## src/logic/mpc_regs.svh

```systemverilog
// Register offsets, field positions, reset values and timing counts for the phase/mode controller
`ifndef MPC_REGS_SVH
`define MPC_REGS_SVH

`define MPC_ADDR_W        12
`define MPC_REG_CTRL      12'h000
`define MPC_REG_DUTY      12'h004
`define MPC_REG_OCBASE    12'h008
`define MPC_REG_STATUS    12'h00c
`define MPC_REG_TARGET    12'h010

`define MPC_CTRL_ENABLE   0
`define MPC_CTRL_RST      1'b0
`define MPC_DUTY_RST      8'h1c
`define MPC_OCBASE_RST    12'h600

`define MPC_CLK_NS        40
`define MPC_OC_DELAY_US   120
`define MPC_OC_DELAY_CYC  ((`MPC_OC_DELAY_US * 1000 + `MPC_CLK_NS - 1) / `MPC_CLK_NS)
`define MPC_WAY_NUM       5
`define MPC_WAY_SHIFT     1
`define MPC_SLEW_NS       100
`define MPC_SLEW_CYC      ((`MPC_SLEW_NS + `MPC_CLK_NS - 1) / `MPC_CLK_NS)
`define MPC_RAMP_NEAR     8
`define MPC_VID_TOP       3000
`define MPC_VID_STEP      25
`define MPC_VID_ZERO      120
`define MPC_DIP_MV        20
`define MPC_DIP_LSB       (`MPC_DIP_MV * 2)
`define MPC_FILT_NS       100
`define MPC_FILT_SHIFT    1
`define MPC_DCM_CYCLES    4
`define MPC_STRAP_SETTLE  4

`endif

```

## src/logic/mpc_pkg.sv

```systemverilog
// Types shared by the phase/mode controller
package mpc_pkg;
  typedef enum logic [1:0] {CFG_THREE, CFG_TWO, CFG_ONE} phase_cfg_t;
  typedef struct packed {
    logic [1:0] phases;
    logic       diodeEmu;
  } op_mode_t;
  typedef struct packed {
    logic [2:0] drive;
    logic [2:0] enable;
  } pwm_pins_t;
  typedef enum logic {ST_STRAP, ST_RUN} ctl_state_t;
endpackage

```

## src/logic/vid_ramp.sv

```systemverilog
// Reference ramp that slews the regulation target toward the voltage code level
`timescale 1ns/1ps
`default_nettype none
`include "mpc_regs.svh"
module vid_ramp (
  // Clock and reset
  input  wire logic        clk,
  input  wire logic        rstn,
  // Requested code, synchronised
  input  wire logic [6:0]  code,
  // Ramp state
  output logic      [11:0] target,
  output logic             rising,
  output logic             settled
);
  logic [11:0] level_q, level_d;
  logic [2:0]  div_q, div_d;
  logic        rising_q, rising_d;
  logic        settled_q, settled_d;
  logic [11:0] goal;
  logic [11:0] diff;

  // Code to target in 0.5 mV units; top codes all mean zero volts
  function automatic logic [11:0] codeToLevel(input logic [6:0] c);
    if (c >= 7'(`MPC_VID_ZERO)) return 12'h000;
    return 12'(`MPC_VID_TOP - `MPC_VID_STEP * int'(c));
  endfunction

  // One 0.5 mV step per slew period, half rate near the goal to avoid overshoot
  always_comb begin
    goal      = codeToLevel(code);
    diff      = (goal > level_q) ? goal - level_q : level_q - goal;
    level_d   = level_q;
    div_d     = div_q;
    rising_d  = goal > level_q;
    settled_d = goal == level_q;
    if (div_q != 3'h0) begin
      div_d = div_q - 3'h1;
    end else if (goal != level_q) begin
      level_d = (goal > level_q) ? level_q + 12'h001 : level_q - 12'h001;
      div_d   = (diff <= 12'(`MPC_RAMP_NEAR)) ? 3'(2 * `MPC_SLEW_CYC - 1)
                                              : 3'(`MPC_SLEW_CYC - 1);
    end
  end

  always_ff @(posedge clk or negedge rstn) begin
    if (!rstn) begin
      level_q   <= 12'h000;
      div_q     <= 3'h0;
      rising_q  <= 1'b0;
      settled_q <= 1'b0;
    end else begin
      level_q   <= level_d;
      div_q     <= div_d;
      rising_q  <= rising_d;
      settled_q <= settled_d;
    end
  end

  assign target  = level_q;
  assign rising  = rising_q;
  assign settled = settled_q;
endmodule
`default_nettype wire

```

## src/logic/fast_dip_detect.sv

```systemverilog
// Fast voltage dip detector that asks for an extra switching cycle
`timescale 1ns/1ps
`default_nettype none
`include "mpc_regs.svh"
module fast_dip_detect (
  // Clock and reset
  input  wire logic        clk,
  input  wire logic        rstn,
  // Sensed output voltage, 0.5 mV units, same clock
  input  wire logic [11:0] sense,
  // One-cycle request for an extra cycle
  output logic             dipPulse
);
  logic [11:0] filt_q, filt_d;
  logic        dip_q, dip_d;
  logic        pulse_q, pulse_d;
  logic signed [12:0] delta;

  // First-order filter, time constant near 100 ns at this clock
  always_comb begin
    delta   = $signed({1'b0, sense}) - $signed({1'b0, filt_q});
    filt_d  = 12'($signed({1'b0, filt_q}) + (delta >>> `MPC_FILT_SHIFT));
    dip_d   = (filt_q > sense) && ((filt_q - sense) >= 12'(`MPC_DIP_LSB));
    pulse_d = dip_d & ~dip_q; // One request per dip, not one per cycle
  end

  always_ff @(posedge clk or negedge rstn) begin
    if (!rstn) begin
      filt_q  <= 12'h000;
      dip_q   <= 1'b0;
      pulse_q <= 1'b0;
    end else begin
      filt_q  <= filt_d;
      dip_q   <= dip_d;
      pulse_q <= pulse_d;
    end
  end

  assign dipPulse = pulse_q;
endmodule
`default_nettype wire

```

## src/logic/multiphase_mode_control.sv

```systemverilog
// Phase count and operating mode control of a multiphase buck controller
//
// Our own choices: the register addresses and the APB register port.
`timescale 1ns/1ps
`default_nettype none
`include "mpc_regs.svh"
// Function
// - Phase3 strap high: two phases, antiphase
// - Both straps high: single phase only
// - Two-phase config: third sense is feedback
// - Three-phase: power-state selects three or two
// - Two of three phases: thresholds two thirds
// - Three-phase sleep: one phase, one third
// - Two-phase config: low state halves, one phase
// - Two-phase sleep: diode emulation, drop phase2
// - Single-phase config ignores power-state signal
// - Target slews 0.5mV per 120ns, slower near goal
// - Diode emulation: rising code drives actively
// - Discontinuous after four zero-crossing cycles
// - Diode emulation: falling code stays passive
// - 20mV dip below filtered: extra cycle
// - Trim pulse widths to equalise sense
// - Overcurrent after 120us continuous excess
// - Above 2.5x threshold: shut off immediately
module multiphase_mode_control
  import mpc_pkg::*;
#(
  parameter int PWM_PERIOD = 84,
  parameter int TRIM_SHIFT = 2
) (
  // Clock and reset
  input  wire logic        clk,
  input  wire logic        rstn,
  // APB slave
  input  wire logic [11:0] paddr,
  input  wire logic        psel,
  input  wire logic        penable,
  input  wire logic        pwrite,
  input  wire logic [31:0] pwdata,
  output logic      [31:0] prdata,
  output logic             pready,
  output logic             pslverr,
  // Processor pins, asynchronous
  input  wire logic        powerStateLowN,
  input  wire logic        deeperSleepRequest,
  input  wire logic [6:0]  voltageSelectCode,
  // Strap and comparator pins, asynchronous
  input  wire logic        phase3PwmIn,
  input  wire logic        phase2SenseStrap,
  input  wire logic        zeroCrossIn,
  // Converter samples, same clock
  input  wire logic [11:0] phase1CurrentSense,
  input  wire logic [11:0] phase2CurrentSense,
  input  wire logic [11:0] phase3CurrentSense,
  input  wire logic [11:0] droopCurrent,
  input  wire logic [11:0] outputVoltageSense,
  // Power stage and status outputs
  output pwm_pins_t        pwmPins,
  output logic             powerGood,
  output logic             secondaryFeedbackSel,
  output logic             fastClockPulse,
  output logic      [11:0] dacTarget,
  output op_mode_t         opMode
);
  localparam int OC_CYC = `MPC_OC_DELAY_CYC;

  logic [11:0] meta_q, sync_q;
  logic        zcPrev_q;
  logic        psiN, sleepReq, zcEdge;
  logic [6:0]  codeSync;
  logic        rampRising, rampSettled, dipPulse;
  logic [11:0] rampTarget;

  ctl_state_t  state_q, state_d;
  logic [2:0]  settle_q, settle_d;
  phase_cfg_t  cfg_q, cfg_d;
  logic        enable_q, enable_d;
  logic [7:0]  duty_q, duty_d;
  logic [11:0] ocBase_q, ocBase_d;
  logic [31:0] prdata_q, prdata_d;
  logic        pready_q, pready_d;
  logic        pslverr_q, pslverr_d;

  logic [7:0]  cnt_q, cnt_d;
  logic        zcSeen_q, zcSeen_d;
  logic [2:0]  zcRun_q, zcRun_d;
  logic [7:0]  dutyEff_q [3];
  logic [7:0]  dutyEff_d [3];
  pwm_pins_t   pins_q, pins_d;
  op_mode_t    mode_q, mode_d;

  logic [11:0] ocCnt_q, ocCnt_d;
  logic        ocFault_q, ocFault_d;
  logic        wayFault_q, wayFault_d;
  logic        power_good_q, power_good_d;

  logic        run, cycStart, discontinuous_conduction, access;
  logic [13:0] avg, thr, way;
  logic [31:0] status;

  function automatic logic [1:0] cfgPhases(input phase_cfg_t c);
    case (c)
      CFG_THREE: return 2'd3;
      CFG_TWO:   return 2'd2;
      default:   return 2'd1;
    endcase
  endfunction

  // Operating mode table
  function automatic op_mode_t decodeMode(input phase_cfg_t c, input logic pn, input logic dpr);
    op_mode_t m;
    m.diodeEmu = dpr;
    case (c)
      CFG_THREE: m.phases = dpr ? 2'd1 : (pn ? 2'd3 : 2'd2);
      CFG_TWO:   m.phases = dpr ? 2'd1 : (pn ? 2'd2 : 2'd1);
      default:   m.phases = 2'd1;
    endcase
    return m;
  endfunction

  // Threshold scaled by active over configured phases
  function automatic logic [13:0] scaleThr(input logic [11:0] b, input logic [1:0] act,
                                           input logic [1:0] cfgN);
    logic [15:0] p;
    p = 16'(b) * 16'(act);
    case (cfgN)
      2'd3:    return 14'(p / 16'd3);
      2'd2:    return 14'(p / 16'd2);
      default: return 14'(p);
    endcase
  endfunction

  function automatic logic [7:0] phaseOffset(input int i, input logic [1:0] n);
    if (n == 2'd0) return 8'h00;
    return 8'((i * PWM_PERIOD) / int'(n));
  endfunction

  function automatic logic phaseOn(input logic [7:0] c, input logic [7:0] off,
                                   input logic [7:0] d);
    logic [7:0] rel;
    rel = (c >= off) ? c - off : 8'(int'(c) + PWM_PERIOD - int'(off));
    return rel < d;
  endfunction

  function automatic logic [7:0] applyTrim(input logic [7:0] d, input logic [11:0] s,
                                           input logic [13:0] a);
    logic signed [14:0] t;
    t = $signed({7'h00, d}) + (($signed({1'b0, a}) - $signed({3'b000, s})) >>> TRIM_SHIFT);
    if (t < 15'sd0) return 8'h00;
    if (t > 15'(PWM_PERIOD - 1)) return 8'(PWM_PERIOD - 1);
    return t[7:0];
  endfunction

  // Two-stage synchronisers on every pin input
  always_ff @(posedge clk or negedge rstn) begin
    if (!rstn) begin
      meta_q   <= 12'h000;
      sync_q   <= 12'h000;
      zcPrev_q <= 1'b0;
    end else begin
      meta_q   <= {powerStateLowN, deeperSleepRequest, zeroCrossIn, phase3PwmIn,
                   phase2SenseStrap, voltageSelectCode};
      sync_q   <= meta_q;
      zcPrev_q <= sync_q[9];
    end
  end

  assign psiN     = sync_q[11];
  assign sleepReq = sync_q[10];
  assign zcEdge   = sync_q[9] & ~zcPrev_q;
  assign codeSync = sync_q[6:0];

  vid_ramp u_ramp (
    .clk     (clk),
    .rstn    (rstn),
    .code    (codeSync),
    .target  (rampTarget),
    .rising  (rampRising),
    .settled (rampSettled)
  );

  fast_dip_detect u_dip (
    .clk      (clk),
    .rstn     (rstn),
    .sense    (outputVoltageSense),
    .dipPulse (dipPulse)
  );

  // Strap capture and APB register file
  assign access = psel & penable;
  assign status = {20'h00000, state_q == ST_RUN, rampSettled, rampRising, power_good_q,
                   wayFault_q, ocFault_q, discontinuous_conduction, mode_q.diodeEmu, mode_q.phases, cfg_q};
  always_comb begin
    state_d   = state_q;
    settle_d  = settle_q;
    cfg_d     = cfg_q;
    enable_d  = enable_q;
    duty_d    = duty_q;
    ocBase_d  = ocBase_q;
    pready_d  = access & ~pready_q;
    prdata_d  = prdata_q;
    pslverr_d = pslverr_q;
    case (state_q)
      ST_STRAP: begin
        settle_d = settle_q + 3'h1;
        if (settle_q == 3'(`MPC_STRAP_SETTLE - 1)) begin
          state_d = ST_RUN;
          cfg_d   = !sync_q[8] ? CFG_THREE : (sync_q[7] ? CFG_ONE : CFG_TWO);
        end
      end
      ST_RUN:  state_d = ST_RUN;
      default: state_d = ST_STRAP;
    endcase
    if (access & ~pready_q) begin
      pslverr_d = 1'b0;
      case (paddr)
        `MPC_REG_CTRL:   prdata_d = {31'h0, enable_q};
        `MPC_REG_DUTY:   prdata_d = {24'h0, duty_q};
        `MPC_REG_OCBASE: prdata_d = {20'h0, ocBase_q};
        `MPC_REG_STATUS: prdata_d = status;
        `MPC_REG_TARGET: prdata_d = {20'h0, rampTarget};
        default: begin
          prdata_d  = 32'h0;
          pslverr_d = 1'b1;
        end
      endcase
    end
    if (access & pready_q & pwrite) begin
      case (paddr)
        `MPC_REG_CTRL:   enable_d = pwdata[`MPC_CTRL_ENABLE];
        `MPC_REG_DUTY:   duty_d   = pwdata[7:0];
        `MPC_REG_OCBASE: ocBase_d = pwdata[11:0];
        default:         enable_d = enable_q;
      endcase
    end
  end

  always_ff @(posedge clk or negedge rstn) begin
    if (!rstn) begin
      state_q   <= ST_STRAP;
      settle_q  <= 3'h0;
      cfg_q     <= CFG_THREE;
      enable_q  <= `MPC_CTRL_RST;
      duty_q    <= `MPC_DUTY_RST;
      ocBase_q  <= `MPC_OCBASE_RST;
      prdata_q  <= 32'h0;
      pready_q  <= 1'b0;
      pslverr_q <= 1'b0;
    end else begin
      state_q   <= state_d;
      settle_q  <= settle_d;
      cfg_q     <= cfg_d;
      enable_q  <= enable_d;
      duty_q    <= duty_d;
      ocBase_q  <= ocBase_d;
      prdata_q  <= prdata_d;
      pready_q  <= pready_d;
      pslverr_q <= pslverr_d;
    end
  end

  // Mode, balancing, light-load detection and phase pulses
  assign run      = (state_q == ST_RUN) & enable_q & ~ocFault_q & ~wayFault_q;
  assign cycStart = cnt_q == 8'h00;
  assign discontinuous_conduction      = mode_q.diodeEmu & (zcRun_q >= 3'(`MPC_DCM_CYCLES));
  always_comb begin
    mode_d = decodeMode(cfg_q, psiN, sleepReq);
    // Rising code in emulation switches actively until the level is reached
    if (rampRising) mode_d.diodeEmu = 1'b0;
    cnt_d = (dipPulse || cnt_q == 8'(PWM_PERIOD - 1)) ? 8'h00 : cnt_q + 8'h01;
    zcSeen_d = zcEdge | (zcSeen_q & ~cycStart);
    zcRun_d  = zcRun_q;
    if (cycStart) begin
      zcRun_d = !zcSeen_q ? 3'h0 : (zcRun_q == 3'h7 ? zcRun_q : zcRun_q + 3'h1);
    end
    case (mode_q.phases)
      2'd3:    avg = 14'((16'(phase1CurrentSense) + 16'(phase2CurrentSense)
                          + 16'(phase3CurrentSense)) / 16'd3);
      2'd2:    avg = 14'((16'(phase1CurrentSense) + 16'(phase2CurrentSense)) / 16'd2);
      default: avg = 14'(phase1CurrentSense);
    endcase
    for (int i = 0; i < 3; i++) begin
      dutyEff_d[i] = dutyEff_q[i];
    end
    if (cycStart) begin
      dutyEff_d[0] = applyTrim(duty_q, phase1CurrentSense, avg);
      dutyEff_d[1] = applyTrim(duty_q, phase2CurrentSense, avg);
      // The third sense pin is feedback in two-phase configuration; its trim is still computed but drives no phase there
      dutyEff_d[2] = applyTrim(duty_q, phase3CurrentSense, avg);
    end
    if (mode_q.phases == 2'd1) begin
      dutyEff_d[0] = duty_q;
    end
    for (int i = 0; i < 3; i++) begin
      pins_d.drive[i]  = run & (i < int'(mode_q.phases))
                       & phaseOn(cnt_q, phaseOffset(i, mode_q.phases), dutyEff_q[i]);
      // Dropped phases and discontinuous-conduction off-time float at the mid level
      pins_d.enable[i] = run & (i < int'(mode_q.phases)) & (pins_d.drive[i] | ~discontinuous_conduction);
    end
  end

  always_ff @(posedge clk or negedge rstn) begin
    if (!rstn) begin
      mode_q   <= '0;
      cnt_q    <= 8'h00;
      zcSeen_q <= 1'b0;
      zcRun_q  <= 3'h0;
      pins_q   <= '0;
      for (int i = 0; i < 3; i++) begin
        dutyEff_q[i] <= 8'h00;
      end
    end else begin
      mode_q   <= mode_d;
      cnt_q    <= cnt_d;
      zcSeen_q <= zcSeen_d;
      zcRun_q  <= zcRun_d;
      pins_q   <= pins_d;
      for (int i = 0; i < 3; i++) begin
        dutyEff_q[i] <= dutyEff_d[i];
      end
    end
  end

  // Overcurrent protection; faults hold until software drops the enable
  assign thr = scaleThr(ocBase_q, mode_q.phases, cfgPhases(cfg_q));
  assign way = 14'((16'(thr) * 16'(`MPC_WAY_NUM)) >> `MPC_WAY_SHIFT);
  always_comb begin
    ocCnt_d = (run && 14'(droopCurrent) > thr) ? ocCnt_q + 12'h001 : 12'h000;
    ocFault_d  = (ocCnt_q == 12'(OC_CYC - 1) && 14'(droopCurrent) > thr)
               | (ocFault_q & enable_q);
    wayFault_d = (run && 14'(droopCurrent) > way) | (wayFault_q & enable_q);
    power_good_d    = run & ~ocFault_d & ~wayFault_d;
  end

  always_ff @(posedge clk or negedge rstn) begin
    if (!rstn) begin
      ocCnt_q    <= 12'h000;
      ocFault_q  <= 1'b0;
      wayFault_q <= 1'b0;
      power_good_q    <= 1'b0;
    end else begin
      ocCnt_q    <= ocCnt_d;
      ocFault_q  <= ocFault_d;
      wayFault_q <= wayFault_d;
      power_good_q    <= power_good_d;
    end
  end

  // Feedback select follows the latched configuration
  always_ff @(posedge clk or negedge rstn) begin
    if (!rstn) begin
      secondaryFeedbackSel <= 1'b0;
    end else begin
      secondaryFeedbackSel <= cfg_q == CFG_TWO;
    end
  end

  assign prdata         = prdata_q;
  assign pready         = pready_q;
  assign pslverr        = pslverr_q;
  assign pwmPins        = pins_q;
  assign powerGood      = power_good_q;
  assign fastClockPulse = dipPulse;
  assign dacTarget      = rampTarget;
  assign opMode         = mode_q;
endmodule
`default_nettype wire

```

## config.mk

```make
export PLATFORM = sky130hd
export DESIGN_NAME = multiphase_mode_control
export DESIGN_NICKNAME = d
export VERILOG_FILES = /design/src/logic/mpc_pkg.sv /design/src/logic/vid_ramp.sv /design/src/logic/fast_dip_detect.sv /design/src/logic/multiphase_mode_control.sv
export VERILOG_INCLUDE_DIRS = /design/src /design/src/logic
export SDC_FILE = /design/constraint.sdc
export NUM_CORES = 1
export LEC_CHECK = 0
export ABC_CLOCK_PERIOD_IN_PS = 29600
export BUFFER_PORTS_ARGS = -buffer_cell sky130_fd_sc_hd__buf_2
export CORE_MARGIN = 5
export CORE_UTILIZATION = 61
export CTS_CLUSTER_DIAMETER = 50
export DETAILED_ROUTE_END_ITERATION = 8
export PLACE_DENSITY = 0.86
export SLEW_MARGIN = 20
export SYNTH_ARGS = -nofsm -noshare
export SYNTH_HDL_FRONTEND = slang
export SYNTH_SLANG_ARGS = --single-unit
```

## constraint.sdc

```tcl
create_clock -name clk -period 29.6 [get_ports clk]
set_input_delay 4.44 -clock clk [delete_from_list [all_inputs] [get_ports clk]]
set_output_delay 4.44 -clock clk [all_outputs]
set_load 0.1 [all_outputs]
```

Word level (Yosys, flattened, before mapping)
Index checks and enable logic that the tools add are counted.
{"block": "classes", "mul": 3, "bitwise": 41, "n_lt_le_gt_ge": 23, "n_addsub": 28, "n_reduce_logical": 19, "eq_ne": 17, "div_mod_pow": 5, "muxes": 64}
{"op": "8-bit two-way mux", "n": 21}
{"op": "12-bit two-way mux", "n": 5}
{"op": "12-bit one-hot mux with 5 select lines", "n": 1}
{"op": "14-bit one-hot mux with 2 select lines", "n": 2}
{"op": "8-bit subtractor", "n": 6}
{"op": "14-bit by 12-bit subtractor with 15-bit output", "n": 3}
{"op": "9-bit by 13-bit adder with 14-bit output", "n": 3}
{"op": "14-bit by 8-bit greater-than comparator with 1-bit output, second input constant", "n": 3}
{"op": "14-bit by 1-bit less-than comparator with 1-bit output, second input constant", "n": 3}
{"op": "12-bit subtractor", "n": 3}
{"op": "1-bit by 3-bit divider with 32-bit output, first input constant", "n": 1}
{"op": "8-bit by 3-bit divider with 32-bit output, first input constant", "n": 1}
{"op": "9-bit by 3-bit divider with 32-bit output, first input constant", "n": 1}
{"op": "12-bit by 14-bit greater-than comparator with 1-bit output", "n": 2}
{"op": "12-bit by 1-bit adder with 12-bit output, second input constant", "n": 2}
{"op": "1-bit bitwise AND", "n": 24}
{"op": "12-bit by 4-bit equality test with 1-bit output, second input constant", "n": 2}
{"op": "8-bit >= comparator", "n": 3}
{"op": "12-bit greater-than comparator", "n": 2}
{"op": "8-bit less-than comparator", "n": 3}
{"op": "24-bit two-way mux", "n": 1}
{"op": "1-bit two-way mux", "n": 21}
{"op": "16-bit by 12-bit adder with 16-bit output", "n": 1}
{"op": "14-bit by 2-bit divider with 16-bit output, second input constant", "n": 1}
{"op": "45 further kinds", "n": 85}
{"block": "totals", "register_bits": 178, "inputBits": 121, "word_cells": 234}

Logic depth before layout (Yosys ltp)
{"block": "depth", "word_depth": 15, "depth_mapped": 54}

Modules after synthesis
A second synthesis with hierarchy kept.
{"block": "unflattened", "hier_cells": 2666, "hier_area_um2": 21202.8}
{"mod": "multiphase_mode_control", "area_each_um2": 16000.3, "cells_per_inst": 2007, "n_inst": 1}
{"mod": "vid_ramp", "area_each_um2": 3340.7, "cells_per_inst": 433, "n_inst": 1}
{"mod": "fast_dip_detect", "area_each_um2": 1861.8, "cells_per_inst": 226, "n_inst": 1}

Least setup slack after synthesis
Ideal clock, no wire load.
{"block": "synth_path", "kind": "input to register", "startpoint": "in phase1CurrentSense[0]", "endpoint": "reg dutyEff_q[10] (netlist name)", "arrival_time_ns": 13.306, "setup_slack_ns": 16.226, "required_time_ns": 29.532, "path_buffers": 2, "setup_time_ns": 0.068, "stages": 52, "cell_sequence": "ha_1 -> inv_1 -> fa_1 -> nor2b_1 -> o31a_1 -> o21ai_0 -> nand2b_1 -> a21boi_0 -> o21bai_1 -> a21oi_1 -> xnor2_1 -> ha_1 -> clkbuf_1 -> a21oi_1 -> nand3_1 -> o221a_1 -> and2_1 -> clkbuf_1 -> [16 not listed] -> nor2b_1 -> inv_1 -> a21oi_1 -> xnor2_1 -> ha_1 -> a21oi_1 -> o21bai_1 -> a21oi_1 -> o21bai_1 -> a21oi_1 -> xnor2_1 -> a21oi_1 -> inv_1 -> nor2_1 -> o21ai_1 -> or4b_1 -> nand3_1 -> a32o_1"}
{"block": "synth_via", "elab_chain_len": 12, "word_cells_on_any_way": 16}
{"element": "start, declared", "line_no": "multiphase_mode_control.sv:52", "rtl": "input wire logic [11:0] phase1CurrentSense,"}
{"element": "12-bit by 12-bit adder with 13-bit output", "line_no": "multiphase_mode_control.sv:277, multiphase_mode_control.sv:279"}
{"element": "16-bit by 12-bit adder with 16-bit output", "line_no": "multiphase_mode_control.sv:278", "rtl": "+ 16'(phase3CurrentSense)) / 16'd3);"}
{"element": "16-bit by 2-bit divider with 16-bit output", "line_no": "multiphase_mode_control.sv:278"}
{"element": "14-bit one-hot mux with 2 select lines (*)", "line_no": "multiphase_mode_control.sv:276", "rtl": "case (mode_q.phases)"}
{"element": "14-bit by 12-bit subtractor with 15-bit output (*)", "line_no": "multiphase_mode_control.sv:148", "rtl": "t = $signed({7'h00, d}) + (($signed({1'b0, a}) - $signed({3'b000, s})) >>> TRIM_SHIFT);"}
{"element": "9-bit by 13-bit adder with 14-bit output (*)", "line_no": "multiphase_mode_control.sv:148"}
{"element": "14-bit by 8-bit greater-than comparator with 1-bit output", "line_no": "multiphase_mode_control.sv:150", "rtl": "if (t > 15'(PWM_PERIOD - 1)) return 8'(PWM_PERIOD - 1);"}
{"element": "1-bit two-way mux (2 in series)", "line_no": "multiphase_mode_control.sv:150"}
{"element": "1-bit two-way mux", "line_no": "multiphase_mode_control.sv:285", "rtl": "if (cycStart) begin"}
{"element": "8-bit two-way mux", "line_no": "multiphase_mode_control.sv:151", "rtl": "return t[7:0];"}
{"element": "8-bit two-way mux (*)", "line_no": "multiphase_mode_control.sv:150"}
{"element": "end signal, assigned by index", "line_no": "multiphase_mode_control.sv:319", "rtl": "dutyEff_q[i] <= dutyEff_d[i];"}
{"element": "end, declared", "line_no": "multiphase_mode_control.sv:87", "rtl": "logic [7:0] dutyEff_q [3];"}
Mark *: on every way between the ends. The rest lies on a longest branch, timed or not. The select of a mux whose other input is x is not followed.
A chain may end at the register's enable or synchronous reset.

Worst setup path after layout
{"block": "layout_path", "startpoint": "in phase1CurrentSense[1]", "endpoint": "reg dutyEff_q[11] (netlist name)"}
Same word-level chain as after synthesis.

==> metrics.csv <==
metric,value,unit
cts-root-buf,clkbuf_16,
dpl-instance-area,21990,um^2
max_freq,65.60,MHz
grt_pass1_vias,19710,
layout_min_cycle_time,15.24,ns
finalSetupViolations,0,
numCtsBuffers,17,
min_from,meta_q[2],
worst_path_max_delay_cell,a22oi_2,
clock_sink_count,158,
clock_power_share,0.096,
syn-cell-area,20980,um^2
finalCritPeriodShare,0.5150,
synthFlopType,dfrtp_1,
critical_path_required,29.98,ns
dp_cells,3199,
dieArea,38200,um^2
leakage,10.99,nW
syn_avg_cell_area,7.862,um^2
status,"complete, no violations",
seq_area,3960,um^2
ys_top_cells_by_area,"ha_1, dfrtp_1, xnor2_1",
fin_nets,3209,
drtPass1Iterations,6,
intPower,1.047,mW
routed_via_density,6.194,
cts_resized,0,
syn_to_final_growth,7.587,%
whs,0.3477,ns
ff2ff_setup_slack,17.58,ns
die_h,195.4,um
pin_count,179,
power_per_cell_area,98.28,nW/um^2
whs_endpoint,sync_q[2],
drv_cap,0,
slowest_delay,0.60,ns
ys_async_sr_fraction,1.000,
rr_startpoint,opMode[2],
synth.ff_latch_count,158,
pwr-share-comb,0.765,
final_util,0.6582,
post-place-ws,14.22,ns
overflow,0,
cpMostUsedCell,a21oi_1,
hold_class,reg2reg,
numPortBuffers,138,
fin_ws,14.36,ns
switching_share,0.5280,
r2r_end,powerGood,
drv_slew,0,
antenna_found_initial,10,
relSlewSlack,0.2407,
synth_seq_area_share,0.1888,
finalHoldViolCount,0,
irDropWorstVdd,0.09580,mV
cts_max_level,4,
yosys.area.top_type_share,0.1831,
fill_cells,2819,
power,2.218,mW
cp-start-kind,input port,
path_max_fanout,22,
end_kind,register,
drive_gt1_frac,0.09294,
rows,68,
hold_depth,0,
num_vias,20060,
yosys.area.top_type,ha_1,
final.setup.tns,0,ns
holdBufCountCts,0,
fin_worst_skew,0.01253,ns
r2r_cells,45,
core_area,34290,um^2
die_x,195.4,um
initial_utilization,0.6118,
yosysWarnings,0,
worst_pin_slew,1.136,ns
grt_pass1_wl,94250,um
synth_cell_types,100,
place_hpwl,45230,um
final_cells,3239,
cts_tree,built,
drc,0,
drtIter0Drc,1754,
grtUsageTotal,0.2920,
multiInputGateArea,15620,um^2
gp_congestion,0.9785,
grt_max_degree,84,
cts.path.max_buffers,2,
ant_nets,0,
p_sw,1.171,mW
drt_wl_total,57940,um
synth_edf_count,0,
final_area,22570,um^2
cp.arrival,15.62,ns
rsz0062_at_grt,no,
wire_per_inst,17.89,um
p_seq_frac,0.139,
path_class,in2reg,
cts_setup_buffers,0,
cts.clk_slew.worst_paths,0.06,ns
postSynthCellCount,2668,
clock_latency,0.45,ns
==> flip-flops by register name (all words and copies together), names as in the netlist, 2 cells and up <==
name,cells
dutyEff_q,24
meta_q,12
ocBase_q,12
ocCnt_q,12
prdata,12
sync_q,12
u_dip.filt_q,12
u_ramp.target,12
cnt_q,8
duty_q,8
pwmPins,6
opMode,3
settle_q,3
u_ramp.div_q,3
zcRun_q,3
cfg_q,2
==> power by group through the flow <==
stage | sequential (mW) | combinational [mW] | clock (mW)
4_1_cts | 0.307 | 1.67 | 0.216
3_5_place_dp | 0.310 | 1.66 | 0
6_report | 0.308 | 1.70 | 0.212
3_3_place_gp | 0.308 | 1.60 | 0
2_1_floorplan | 0.362 | 1.27 | 0
5_1_grt | 0.313 | 1.88 | 0.225
==> placed cells by master (no fill, tap or decap), types with 10 or more instances in the layout <==
cell type	synthesis	routed
a211oi_1	22	22
a21o_1	73	73
a21oi_1	234	234
a221oi_1	14	14
a22o_1	11	11
a22oi_1	14	14
a31oi_1	31	31
a32o_1	10	10
and2_1	42	42
and3_1	19	19
buf_2	12	137
buf_4	26	21
clkbuf_16	0	17
conb_1	2	34
dfrtp_1	153	153
fa_1	18	18
ha_1	307	307
inv_1	261	261
mux2_2	27	27
mux2i_1	13	13
nand2_1	201	201
nand2b_1	36	36
nand3_1	62	62
nand4_1	26	26
nor2_1	199	199
nor2b_1	38	38
nor3_1	47	47
nor4_1	19	19
o2111ai_1	11	11
o211ai_1	23	23
o21a_1	30	30
o21ai_0	142	141
o21ai_1	15	16
o21bai_1	53	53
o22ai_1	16	16
o31ai_1	10	10
or3_1	18	18
xnor2_1	143	143
xor2_1	62	62
==> kinds of logic after synthesis <==
group | Yosys count | share of synthesized area
buffers and inverters | 376 | 0.07301
DFF | 158 | 0.1888
other | 2 | 0.0003580
AOI/OAI and AO/OA | 818 | 0.2590
muxes | 41 | 0.02123
adders and majority gates | 328 | 0.2017
and+or+nand+nor | 739 | 0.1695
xor gates and xnor gates | 206 | 0.08637
==> per-layer routing <==
metal / routed length [um] / global-route usage / vias to the layer above
li1: - / - / 9681
met2: 27580 / 0.4964 / 735
met5: 70 / 0 / -
met3: 3992 / 0.05193 / 171
met1: 24010 / 0.3642 / 9466
met4: 2286 / 0.1259 / 10
==> worst max-delay path by stage <==
stage | cells past startpoint | start | to
floorplan | 52 | phase1CurrentSense[0] | dutyEff_q[10]
global placement | 51 | phase1CurrentSense[0] | dutyEff_q[14]
detailed placement | 51 | phase1CurrentSense[1] | dutyEff_q[14]
CTS | 51 | phase1CurrentSense[1] | dutyEff_q[11]
global route | 51 | phase1CurrentSense[0] | dutyEff_q[14]
finish | 52 | phase1CurrentSense[1] | dutyEff_q[11]
==> final cells by class <==
cell class                      count  share of cell area
Timing Repair Buffer              159             0.03787
Tap cell                          455             0.02523
Clock inverter                     14            0.005821
Sequential cell                   158              0.1755
Clock buffer                       18             0.01902
Inverter                          261             0.04341
Multi-Input combinational cell   2166              0.6923
Antenna cell                        8           0.0008871
==> cell usage after synthesis, types with 47 or more instances <==
library cell,count
inv_1,261
nor2_1,199
dfrtp_1,153
a21o_1,73
nor3_1,47
a21oi_1,234
nand2_1,201
o21ai_0,142
clkbuf_1,70
xor2_1,62
o21bai_1,53
nand3_1,62
xnor2_1,143
ha_1,307
==> worst max-delay path, delay by kind of cell <==
kind            cells  cell delay, ns
compound gates     29            6.26
buf+inv             3            0.24
fa+ha+maj           5            1.43
simple gates       12            2.75
xor+xnor            3            0.46
No activity file was read; power rests on OpenSTA's default activity.
